## src/design/sbc_pkg.sv

```systemverilog
/*
  sbc_pkg: shared constants for the shunt converter b configuration and
  calibration block: register indices, field positions, field encodings,
  reset values, writable masks and bus response codes.
  Assumes a 32-bit register bus with one aligned word per register.
*/
package sbc_pkg;

  // ----------------------------------------------------------------
  // register indices (byte address = index * 4)
  // ----------------------------------------------------------------
  localparam logic [9:0] IDX_CHANNEL_CONFIG = 10'h0C3;
  localparam logic [9:0] IDX_OFFSET_CAL_HIGH = 10'h0C4;
  localparam logic [9:0] IDX_OFFSET_CAL_LOW = 10'h0C5;
  localparam logic [9:0] IDX_GAIN_CAL = 10'h0C6;
  localparam logic [9:0] IDX_RESULT = 10'h100;
  localparam logic [9:0] IDX_STATUS = 10'h101;
  localparam logic [9:0] IDX_POWER_MODE = 10'h102;

  // ----------------------------------------------------------------
  // reset values and writable masks
  // ----------------------------------------------------------------
  localparam logic [15:0] RST_CHANNEL_CONFIG = 16'h8010;
  localparam logic [15:0] RST_OFFSET_CAL_HIGH = 16'h0000;
  localparam logic [15:0] RST_OFFSET_CAL_LOW = 16'h0000;
  localparam logic [15:0] RST_GAIN_CAL = 16'h0000;
  localparam logic [1:0] RST_POWER_MODE = 2'h0;
  localparam logic [15:0] WMASK_CHANNEL_CONFIG = 16'h8F3F;
  localparam logic [15:0] WMASK_OFFSET_CAL_LOW = 16'hFF00;
  localparam logic [15:0] WMASK_POWER_MODE = 16'h0003;

  // ----------------------------------------------------------------
  // channel configuration and power mode field positions
  // ----------------------------------------------------------------
  localparam int POS_ENABLE = 15;
  localparam int POS_GAIN = 10;
  localparam int POS_INPUT_SEL = 8;
  localparam int POS_SOURCE_ROUTE = 5;
  localparam int POS_SINK_ROUTE = 4;
  localparam int POS_SOURCE_LEVEL = 2;
  localparam int POS_SINK_LEVEL = 0;
  localparam int POS_STANDBY = 0;
  localparam int POS_POWERDOWN = 1;

  // ----------------------------------------------------------------
  // field encodings
  // ----------------------------------------------------------------
  localparam logic [1:0] GAIN_4 = 2'h0;
  localparam logic [1:0] GAIN_8 = 2'h1;
  localparam logic [1:0] GAIN_16 = 2'h2;
  localparam logic [1:0] GAIN_32 = 2'h3;
  localparam logic [1:0] SEL_DIRECT = 2'h0;
  localparam logic [1:0] SEL_SWAPPED = 2'h1;
  localparam logic [1:0] SEL_SHORT = 2'h2;
  localparam logic [1:0] SEL_TEST_DAC = 2'h3;
  localparam logic [1:0] LVL_OFF = 2'h0;
  localparam logic [1:0] LVL_4UA = 2'h1;
  localparam logic [1:0] LVL_40UA = 2'h2;
  localparam logic [1:0] LVL_240UA = 2'h3;

  // ----------------------------------------------------------------
  // bus responses
  // ----------------------------------------------------------------
  localparam logic [1:0] RESP_OKAY = 2'h0;
  localparam logic [1:0] RESP_SLVERR = 2'h2;

endpackage

```

## src/design/sbc_shunt_b_config_cal.sv

```systemverilog
/*
  sbc_shunt_b_config_cal: configuration and calibration registers of the
  second shunt converter channel, with the correction of its conversion
  results, behind an AXI4-Lite slave.
  Assumes the converter front end delivers raw 24-bit samples on clk with a
  one-cycle valid, and that the analog switches and current DACs are driven
  from the decoded outputs below.
*/
// Our own choice: the AXI4-Lite register port.
module sbc_shunt_b_config_cal
  import sbc_pkg::*;
#(
  parameter int ADDR_W = 12
) (
  // clock and reset
  input wire logic clk,
  input wire logic nrst,
  // axi4-lite write address
  input wire logic [ADDR_W-1:0] s_axi_awaddr,
  input wire logic s_axi_awvalid,
  output logic s_axi_awready,
  // axi4-lite write data
  input wire logic [31:0] s_axi_wdata,
  input wire logic [3:0] s_axi_wstrb,
  input wire logic s_axi_wvalid,
  output logic s_axi_wready,
  // axi4-lite write response
  output logic [1:0] s_axi_bresp,
  output logic s_axi_bvalid,
  input wire logic s_axi_bready,
  // axi4-lite read address
  input wire logic [ADDR_W-1:0] s_axi_araddr,
  input wire logic s_axi_arvalid,
  output logic s_axi_arready,
  // axi4-lite read data
  output logic [31:0] s_axi_rdata,
  output logic [1:0] s_axi_rresp,
  output logic s_axi_rvalid,
  input wire logic s_axi_rready,
  // raw samples from the converter front end
  input wire logic [23:0] raw_sample,
  input wire logic raw_sample_valid,
  // corrected result
  output logic [23:0] conversion_result,
  output logic [1:0] shunt_b_conversion_counter,
  output logic result_strobe,
  // analog control
  output logic shunt_b_channel_enable,
  output logic analog_gain_is_8,
  output logic route_direct,
  output logic route_swapped,
  output logic route_short_ground,
  output logic route_test_dac,
  output logic source_to_negative_pin,
  output logic sink_to_negative_pin,
  output logic source_4ua,
  output logic source_240ua,
  output logic sink_4ua,
  output logic sink_40ua,
  output logic sink_240ua,
  output logic [23:0] shunt_b_offset_correction,
  output logic [15:0] shunt_b_gain_correction
);

  // ----------------------------------------------------------------
  // elaboration checks
  // ----------------------------------------------------------------
  // the index decode reads address bits 11 to 2, so narrower buses cannot be served
  if (ADDR_W < 12 || ADDR_W > 32) begin : g_addr_check
    $error("ADDR_W must lie between 12 and 32");
  end

  // ----------------------------------------------------------------
  // state
  // ----------------------------------------------------------------
  typedef struct packed {
    logic [15:0] cfg;
    logic [15:0] ocal_hi;
    logic [7:0] ocal_lo;
    logic [15:0] gcal;
    logic [1:0] pwr;
    logic [23:0] result;
    logic [1:0] count;
    logic strobe;
    logic aw_seen;
    logic [ADDR_W-1:0] aw_addr;
    logic w_seen;
    logic [15:0] w_data;
    logic [1:0] w_strb;
    logic bvalid;
    logic [1:0] bresp;
    logic rvalid;
    logic [31:0] rdata;
    logic [1:0] rresp;
  } sbc_state_t;

  sbc_state_t s_r;
  sbc_state_t s_nxt;

  // ----------------------------------------------------------------
  // functions
  // ----------------------------------------------------------------
  // byte lane merge of a 16-bit register, reserved bits kept at zero
  function automatic logic [15:0] merge16(input logic [15:0] old, input logic [15:0] data,
                                          input logic [1:0] strb, input logic [15:0] mask);
    logic [15:0] v;
    v = old;
    if (strb[0]) begin
      v[7:0] = data[7:0];
    end
    if (strb[1]) begin
      v[15:8] = data[15:8];
    end
    merge16 = v & mask;
  endfunction

  // register index of a byte address, all ones when not word aligned
  function automatic logic [9:0] word_index(input logic [ADDR_W-1:0] a);
    word_index = (a[1:0] == 2'h0) ? a[11:2] : 10'h3FF;
  endfunction

  // clamp a wide signed value to 24 bits
  function automatic logic [23:0] sat24(input logic signed [45:0] v);
    if (v > 46'sh0000007FFFFF) begin
      sat24 = 24'h7FFFFF;
    end else if (v < -46'sh000000800000) begin
      sat24 = 24'h800000;
    end else begin
      sat24 = v[23:0];
    end
  endfunction

  // ----------------------------------------------------------------
  // decoded configuration
  // ----------------------------------------------------------------
  logic [1:0] gain_code;
  logic [1:0] sel_code;
  logic [1:0] src_lvl;
  logic [1:0] snk_lvl;
  logic active;
  assign gain_code = s_r.cfg[POS_GAIN +: 2];
  assign sel_code = s_r.cfg[POS_INPUT_SEL +: 2];
  assign src_lvl = s_r.cfg[POS_SOURCE_LEVEL +: 2];
  assign snk_lvl = s_r.cfg[POS_SINK_LEVEL +: 2];
  // channel runs only when enabled and neither standby nor power-down
  assign active = s_r.cfg[POS_ENABLE] && !s_r.pwr[POS_STANDBY] && !s_r.pwr[POS_POWERDOWN];

  // ----------------------------------------------------------------
  // correction datapath
  // ----------------------------------------------------------------
  logic [1:0] dig_shift;
  logic signed [26:0] scaled;
  logic signed [23:0] offset_word;
  logic signed [27:0] offset_removed;
  logic signed [17:0] gain_factor;
  logic signed [45:0] product;
  logic signed [45:0] product_scaled;

  // digital multiply by 2 or 4 on top of analog gain 8
  assign dig_shift = (gain_code == GAIN_16) ? 2'h1 : (gain_code == GAIN_32) ? 2'h2 : 2'h0;
  assign scaled = $signed({{3{raw_sample[23]}}, raw_sample}) <<< dig_shift;
  assign offset_word = $signed({s_r.ocal_hi, s_r.ocal_lo});
  assign offset_removed = $signed({scaled[26], scaled}) - $signed({{4{offset_word[23]}}, offset_word});
  // factor one plus code over 65536, spans 0.5 to just under 1.5
  assign gain_factor = 18'sh10000 + $signed({{2{s_r.gcal[15]}}, s_r.gcal});
  assign product = offset_removed * gain_factor;
  assign product_scaled = product >>> 16;

  // ----------------------------------------------------------------
  // next state
  // ----------------------------------------------------------------
  logic aw_fire;
  logic w_fire;
  logic ar_fire;
  logic [ADDR_W-1:0] wr_addr;
  logic [15:0] wr_data;
  logic [1:0] wr_strb;
  logic [9:0] wr_idx;
  logic [9:0] rd_idx;
  logic [15:0] lo_merged;
  logic [15:0] pwr_merged;

  assign s_axi_awready = !s_r.aw_seen && !s_r.bvalid;
  assign s_axi_wready = !s_r.w_seen && !s_r.bvalid;
  assign s_axi_arready = !s_r.rvalid;
  assign aw_fire = s_axi_awvalid && s_axi_awready;
  assign w_fire = s_axi_wvalid && s_axi_wready;
  assign ar_fire = s_axi_arvalid && s_axi_arready;
  assign wr_addr = s_r.aw_seen ? s_r.aw_addr : s_axi_awaddr;
  assign wr_data = s_r.w_seen ? s_r.w_data : s_axi_wdata[15:0];
  assign wr_strb = s_r.w_seen ? s_r.w_strb : s_axi_wstrb[1:0];
  assign wr_idx = word_index(wr_addr);
  assign rd_idx = word_index(s_axi_araddr);
  // merged words of the narrow registers, sliced where they are stored
  assign lo_merged = merge16({s_r.ocal_lo, 8'h00}, wr_data, wr_strb, WMASK_OFFSET_CAL_LOW);
  assign pwr_merged = merge16({14'h0, s_r.pwr}, wr_data, wr_strb, WMASK_POWER_MODE);

  // bus slave, register writes and result update
  always_comb begin
    s_nxt = s_r;
    s_nxt.strobe = 1'b0;
    // write channel: address and data in either order
    if (aw_fire) begin
      s_nxt.aw_seen = 1'b1;
      s_nxt.aw_addr = s_axi_awaddr;
    end
    if (w_fire) begin
      s_nxt.w_seen = 1'b1;
      s_nxt.w_data = s_axi_wdata[15:0];
      s_nxt.w_strb = s_axi_wstrb[1:0];
    end
    if ((s_r.aw_seen || aw_fire) && (s_r.w_seen || w_fire)) begin
      s_nxt.aw_seen = 1'b0;
      s_nxt.w_seen = 1'b0;
      s_nxt.bvalid = 1'b1;
      s_nxt.bresp = RESP_OKAY;
      unique case (wr_idx)
        IDX_CHANNEL_CONFIG: s_nxt.cfg = merge16(s_r.cfg, wr_data, wr_strb, WMASK_CHANNEL_CONFIG);
        IDX_OFFSET_CAL_HIGH: s_nxt.ocal_hi = merge16(s_r.ocal_hi, wr_data, wr_strb, 16'hFFFF);
        IDX_OFFSET_CAL_LOW: s_nxt.ocal_lo = lo_merged[15:8];
        IDX_GAIN_CAL: s_nxt.gcal = merge16(s_r.gcal, wr_data, wr_strb, 16'hFFFF);
        IDX_POWER_MODE: s_nxt.pwr = pwr_merged[1:0];
        IDX_RESULT, IDX_STATUS: s_nxt.bresp = RESP_OKAY; // read-only, write dropped
        default: s_nxt.bresp = RESP_SLVERR;
      endcase
    end
    if (s_r.bvalid && s_axi_bready) begin
      s_nxt.bvalid = 1'b0;
    end
    // read channel: answer one cycle after the address is taken
    if (s_r.rvalid && s_axi_rready) begin
      s_nxt.rvalid = 1'b0;
    end
    if (ar_fire) begin
      s_nxt.rvalid = 1'b1;
      s_nxt.rresp = RESP_OKAY;
      s_nxt.rdata = 32'h00000000;
      unique case (rd_idx)
        IDX_CHANNEL_CONFIG: s_nxt.rdata[15:0] = s_r.cfg & WMASK_CHANNEL_CONFIG;
        IDX_OFFSET_CAL_HIGH: s_nxt.rdata[15:0] = s_r.ocal_hi;
        IDX_OFFSET_CAL_LOW: s_nxt.rdata[15:0] = {s_r.ocal_lo, 8'h00};
        IDX_GAIN_CAL: s_nxt.rdata[15:0] = s_r.gcal;
        IDX_RESULT: s_nxt.rdata[23:0] = s_r.result;
        IDX_STATUS: s_nxt.rdata[2:0] = {active, s_r.count};
        IDX_POWER_MODE: s_nxt.rdata[1:0] = s_r.pwr;
        default: s_nxt.rresp = RESP_SLVERR;
      endcase
    end
    // conversion result and counter
    if (!active) begin
      s_nxt.result = 24'h000000;
      s_nxt.count = 2'h0;
    end else if (raw_sample_valid) begin
      s_nxt.result = sat24(product_scaled);
      s_nxt.count = s_r.count + 2'h1;
      s_nxt.strobe = 1'b1;
    end
  end

  // state register
  always_ff @(posedge clk or negedge nrst) begin
    if (!nrst) begin
      s_r <= '0;
      s_r.cfg <= RST_CHANNEL_CONFIG;
      s_r.ocal_hi <= RST_OFFSET_CAL_HIGH;
      s_r.ocal_lo <= RST_OFFSET_CAL_LOW[15:8];
      s_r.gcal <= RST_GAIN_CAL;
      s_r.pwr <= RST_POWER_MODE;
    end else begin
      s_r <= s_nxt;
    end
  end

  // ----------------------------------------------------------------
  // outputs
  // ----------------------------------------------------------------
  assign s_axi_bvalid = s_r.bvalid;
  assign s_axi_bresp = s_r.bresp;
  assign s_axi_rvalid = s_r.rvalid;
  assign s_axi_rdata = s_r.rdata;
  assign s_axi_rresp = s_r.rresp;
  assign conversion_result = s_r.result;
  assign shunt_b_conversion_counter = s_r.count;
  assign result_strobe = s_r.strobe;
  assign shunt_b_channel_enable = active;
  assign shunt_b_offset_correction = {s_r.ocal_hi, s_r.ocal_lo};
  assign shunt_b_gain_correction = s_r.gcal;

  // analog gain 4 only for code 00, otherwise 8
  assign analog_gain_is_8 = (gain_code != GAIN_4);

  // input multiplexer, one-hot
  assign route_direct = (sel_code == SEL_DIRECT);
  assign route_swapped = (sel_code == SEL_SWAPPED);
  assign route_short_ground = (sel_code == SEL_SHORT);
  assign route_test_dac = (sel_code == SEL_TEST_DAC);

  // open-wire diagnostic current steering and magnitude
  assign source_to_negative_pin = s_r.cfg[POS_SOURCE_ROUTE];
  assign sink_to_negative_pin = s_r.cfg[POS_SINK_ROUTE];
  assign source_4ua = (src_lvl == LVL_4UA);
  assign source_240ua = (src_lvl == LVL_40UA) || (src_lvl == LVL_240UA);
  assign sink_4ua = (snk_lvl == LVL_4UA);
  assign sink_40ua = (snk_lvl == LVL_40UA);
  assign sink_240ua = (snk_lvl == LVL_240UA);

endmodule

```

## config.mk

```make
export PLATFORM = sky130hd
export DESIGN_NAME = sbc_shunt_b_config_cal
export DESIGN_NICKNAME = d
export VERILOG_FILES = /design/src/design/sbc_pkg.sv /design/src/design/sbc_shunt_b_config_cal.sv
export SDC_FILE = /design/constraint.sdc
export NUM_CORES = 2
export LEC_CHECK = 0
export BUFFER_PORTS_ARGS = -buffer_cell sky130_fd_sc_hd__buf_2
export CAP_MARGIN = 40
export CORE_MARGIN = 2
export CORE_UTILIZATION = 45
export CTS_BUF_LIST = sky130_fd_sc_hd__clkbuf_4 sky130_fd_sc_hd__clkbuf_8 sky130_fd_sc_hd__clkbuf_16
export CTS_CLUSTER_SIZE = 8
export DETAILED_ROUTE_END_ITERATION = 10
export PLACE_DENSITY_LB_ADDON = 0.25
export SYNTH_ARGS = -nofsm -noshare
export SYNTH_HDL_FRONTEND = slang
export SYNTH_SLANG_ARGS = --single-unit
```

## constraint.sdc

```tcl
create_clock -name clk -period 12.61 [get_ports clk]
set_input_delay 1.8915 -clock clk [delete_from_list [all_inputs] [get_ports clk]]
set_output_delay 1.8915 -clock clk [all_outputs]
set_load 0.02 [all_outputs]
```

==> qor.yml <==
slew_headroom_pct: 39.1
drt_iter0_markers: 1175
synth-compound-area-share_pct: 9.14
cts_resized: 0
synth.mux.area_fraction_pct: 4.19
finalCritPeriodShare_pct: 88.2
combPwrFrac_pct: 32.4
yosys.area.top_type_share_pct: 34.8
synth_most_common_cell: "inv_1"
antenna_found_initial: 5
worst_pin_slew_ps: 910
rr_endpoint: "conversion_result[7]"
slew_violations: 0
ys_top_cells_by_count: "inv_1 (574), fa_1 (436), nand2_1 (349)"
wire_per_inst_um: 19.0
cp-end-kind: "register"
grt_pass1_vias: 20100
drt_first_pass_iters: 8
area_growth_pct: 7.25
synth.avg_cell_area_um2: 9.01
synth_top_family_by_area: "adder cells"
worstHoldStart: "s_axi_rdata[8]"
num_rows: 86
cts_buffers: 17
setup_tns_ps: 0
arrival_ps: 11480
hp-class: "reg -> reg"
clkSinkCount: 140
p_seq_share_pct: 34.8
status: "finished clean"
fp.coreArea_um2: 55100
synth_ff_type: "dfrtp_1"
io-pin-count: 213
hold_depth: 1
cts_setup_buffers: 0
grt_pass1_wl_mm: 108
synth-simple-area-share_pct: 13.7
via_per_inst: 5.26
worstPathRequired_ps: 12960
ir_drop_mv: 0.124
r2r_cells: 33
synth_top_area_cell: "fa_1"
timing_hold_violations_final: 0
swShare_pct: 34.4
nets: 3497
r2r_slack_ps: 2170
startpoint_type: "input port"
synth.distinct_cells: 73
die_w_um: 240
fp.dieH_um: 240
path_max_fanout: 17
hold_ws_ps: 475
setup_viol: 0
hpwl_mm: 54.5
tritoncts: "done"
fin_area_um2: 26900
grt_overflow: 0
fmax_mhz: 89.9
synth-async-reset-ratio_pct: 100
grt_usage_pct: 24.3
clkPwrFrac_pct: 32.8
synth_area_leaders: "fa_1 (35%), dfrtp_1 (14%), inv_1 (8.6%)"
clock_skew_ps: 9.78
rsz0062_at_grt: "false"
grt_max_degree: 76
drcViolationCount: 0
leakagePower_nw: 13.6
yosys.area_share.xor_xnor_pct: 2.29
cp_slowest_stage_delay_ps: 590
yosysWarnings: 0
start_util_pct: 45.6
fin_crit_ps: 11120
drive_gt1_share_pct: 13.0
gp_congestion: 0.891
switchingPower_w: 0.000544
path_class: "in -> reg"
cts_root_buf: "clkbuf_16"
die_area_um2: 57700
htree_levels: 4
hold_buffers: 0
ant_nets: 0
hold_end: "s_axi_rdata[8]"
clk_latency_ps: 430
synthesis.area_um2: 25100
synth_seq_cells: 140
dpl_cell_area_um2: 26300
io_buffer_count: 184
synth_edf_count: 0
synthAdderAreaFrac_pct: 42.8
finalWirelength_mm: 67.9
cp_slowest_cell: "xor2_2"
synthCells: 2786
power_density_nw_per_um2: 58.6
crit_top_cell: "fa_1"
yosysSeqAreaShare_pct: 14.0
clk_pin_slew_ps: 60
clockBufferDepth: 2
max-cap-violations: 0
rr_startpoint: "gain_code[1]"
vias: 18800
intPower_w: 0.00104
==> routing by layer <==
layer	vias to the layer above	routed length [µm]	track usage [%]	part of all wire, %
li1	8484	-	-	-
met1	9599	27500	31.1	40
met2	597	33600	41.5	49
met3	117	4830	4.93	7.1
met4	2	1990	7.23	2.9
met5	-	12	0	0.018
==> placed cells by master, fill, tap and decap left out, types with 53 or more instances in the layout <==
cell,Yosys,routed
inv_1,574,574
fa_1,436,436
nand2_1,349,349
and2_1,191,191
buf_2,7,183
ha_1,161,161
dfrtp_1,138,137
o21ai_0,103,103
a21oi_1,92,92
nor2_1,66,66
mux2_2,53,53
==> worst max-delay path: cells and delay by family <==
kind / cells / cell delay, ps
compound gates: 12 / 3230
xor+xnor: 2 / 810
fa+ha+maj: 9 / 4130
buf+inv: 6 / 580
simple gates: 5 / 830
==> worst max path at each step <==
stage               cells past startpoint                    end     startpoint  slack (ps)
floorplan                              35  conversion_result[22]  raw_sample[1]        2300
global placement                       38  conversion_result[22]  raw_sample[1]         800
detailed placement                     34   conversion_result[7]  raw_sample[0]        1090
CTS                                    39   conversion_result[7]  raw_sample[1]        1500
global route                           39  conversion_result[15]  raw_sample[1]         760
finish                                 34   conversion_result[7]  raw_sample[0]        1490
==> kinds of logic after synthesis <==
kind of cell	after synthesis
simple gates	716
fa+ha+maj	597
buf+inv	822
flops	140
compound gates	347
other cells	2
mux	98
xor+xnor	64
==> per-stage QoR <==
step	setup slack, ps	utilization (%)	cells	total power [W]
floorplan	2300	-	2797	0.000888
global placement	803	47.4	3522	0.00104
detailed placement	1090	47.8	3537	0.00107
global route	760	48.9	3573	0.00166
CTS	1500	48.9	3569	0.00158
finish	1490	48.9	3575	0.00158
==> power by group through the flow <==
stage | sequential [W] | clock, W | combinational [W]
after global placement | 0.000552 | 0 | 0.000484
final | 0.000549 | 0.000518 | 0.000512
after global routing | 0.000556 | 0.000543 | 0.000559
after CTS | 0.000549 | 0.000522 | 0.000513
after floorplan | 0.000542 | 0 | 0.000346
after detailed placement | 0.000556 | 0 | 0.000510
==> area by class of cell <==
| cell class | instances | area (µm²) |
|---|---|---|
| Antenna cell | 6 | 15.0 |
| Clock buffer | 21 | 462 |
| Clock inverter | 11 | 144 |
| Fill cell | 5329 | 28200 |
| Inverter | 574 | 2150 |
| Multi-Input combinational cell | 1835 | 18300 |
| Sequential cell | 140 | 3510 |
| Tap cell | 748 | 936 |
| Timing Repair Buffer | 240 | 1450 |
==> registers in the layout, indices dropped and copies added (netlist names) <==
| signal | flops |
|---|---|
| s_axi_rvalid | 1 |
| s_r | 41 |
| source_to_negative_pin | 1 |
| sink_to_negative_pin | 1 |
| result_strobe | 1 |
| shunt_b_gain_correction | 16 |
| conversion_result | 24 |
| s_axi_bvalid | 1 |
| gain_code | 2 |
| s_axi_bresp | 1 |
| s_axi_rresp | 1 |
| s_axi_rdata | 24 |
| shunt_b_offset_correction | 24 |
| shunt_b_conversion_counter | 2 |
(Power assumes the default switching activity.)
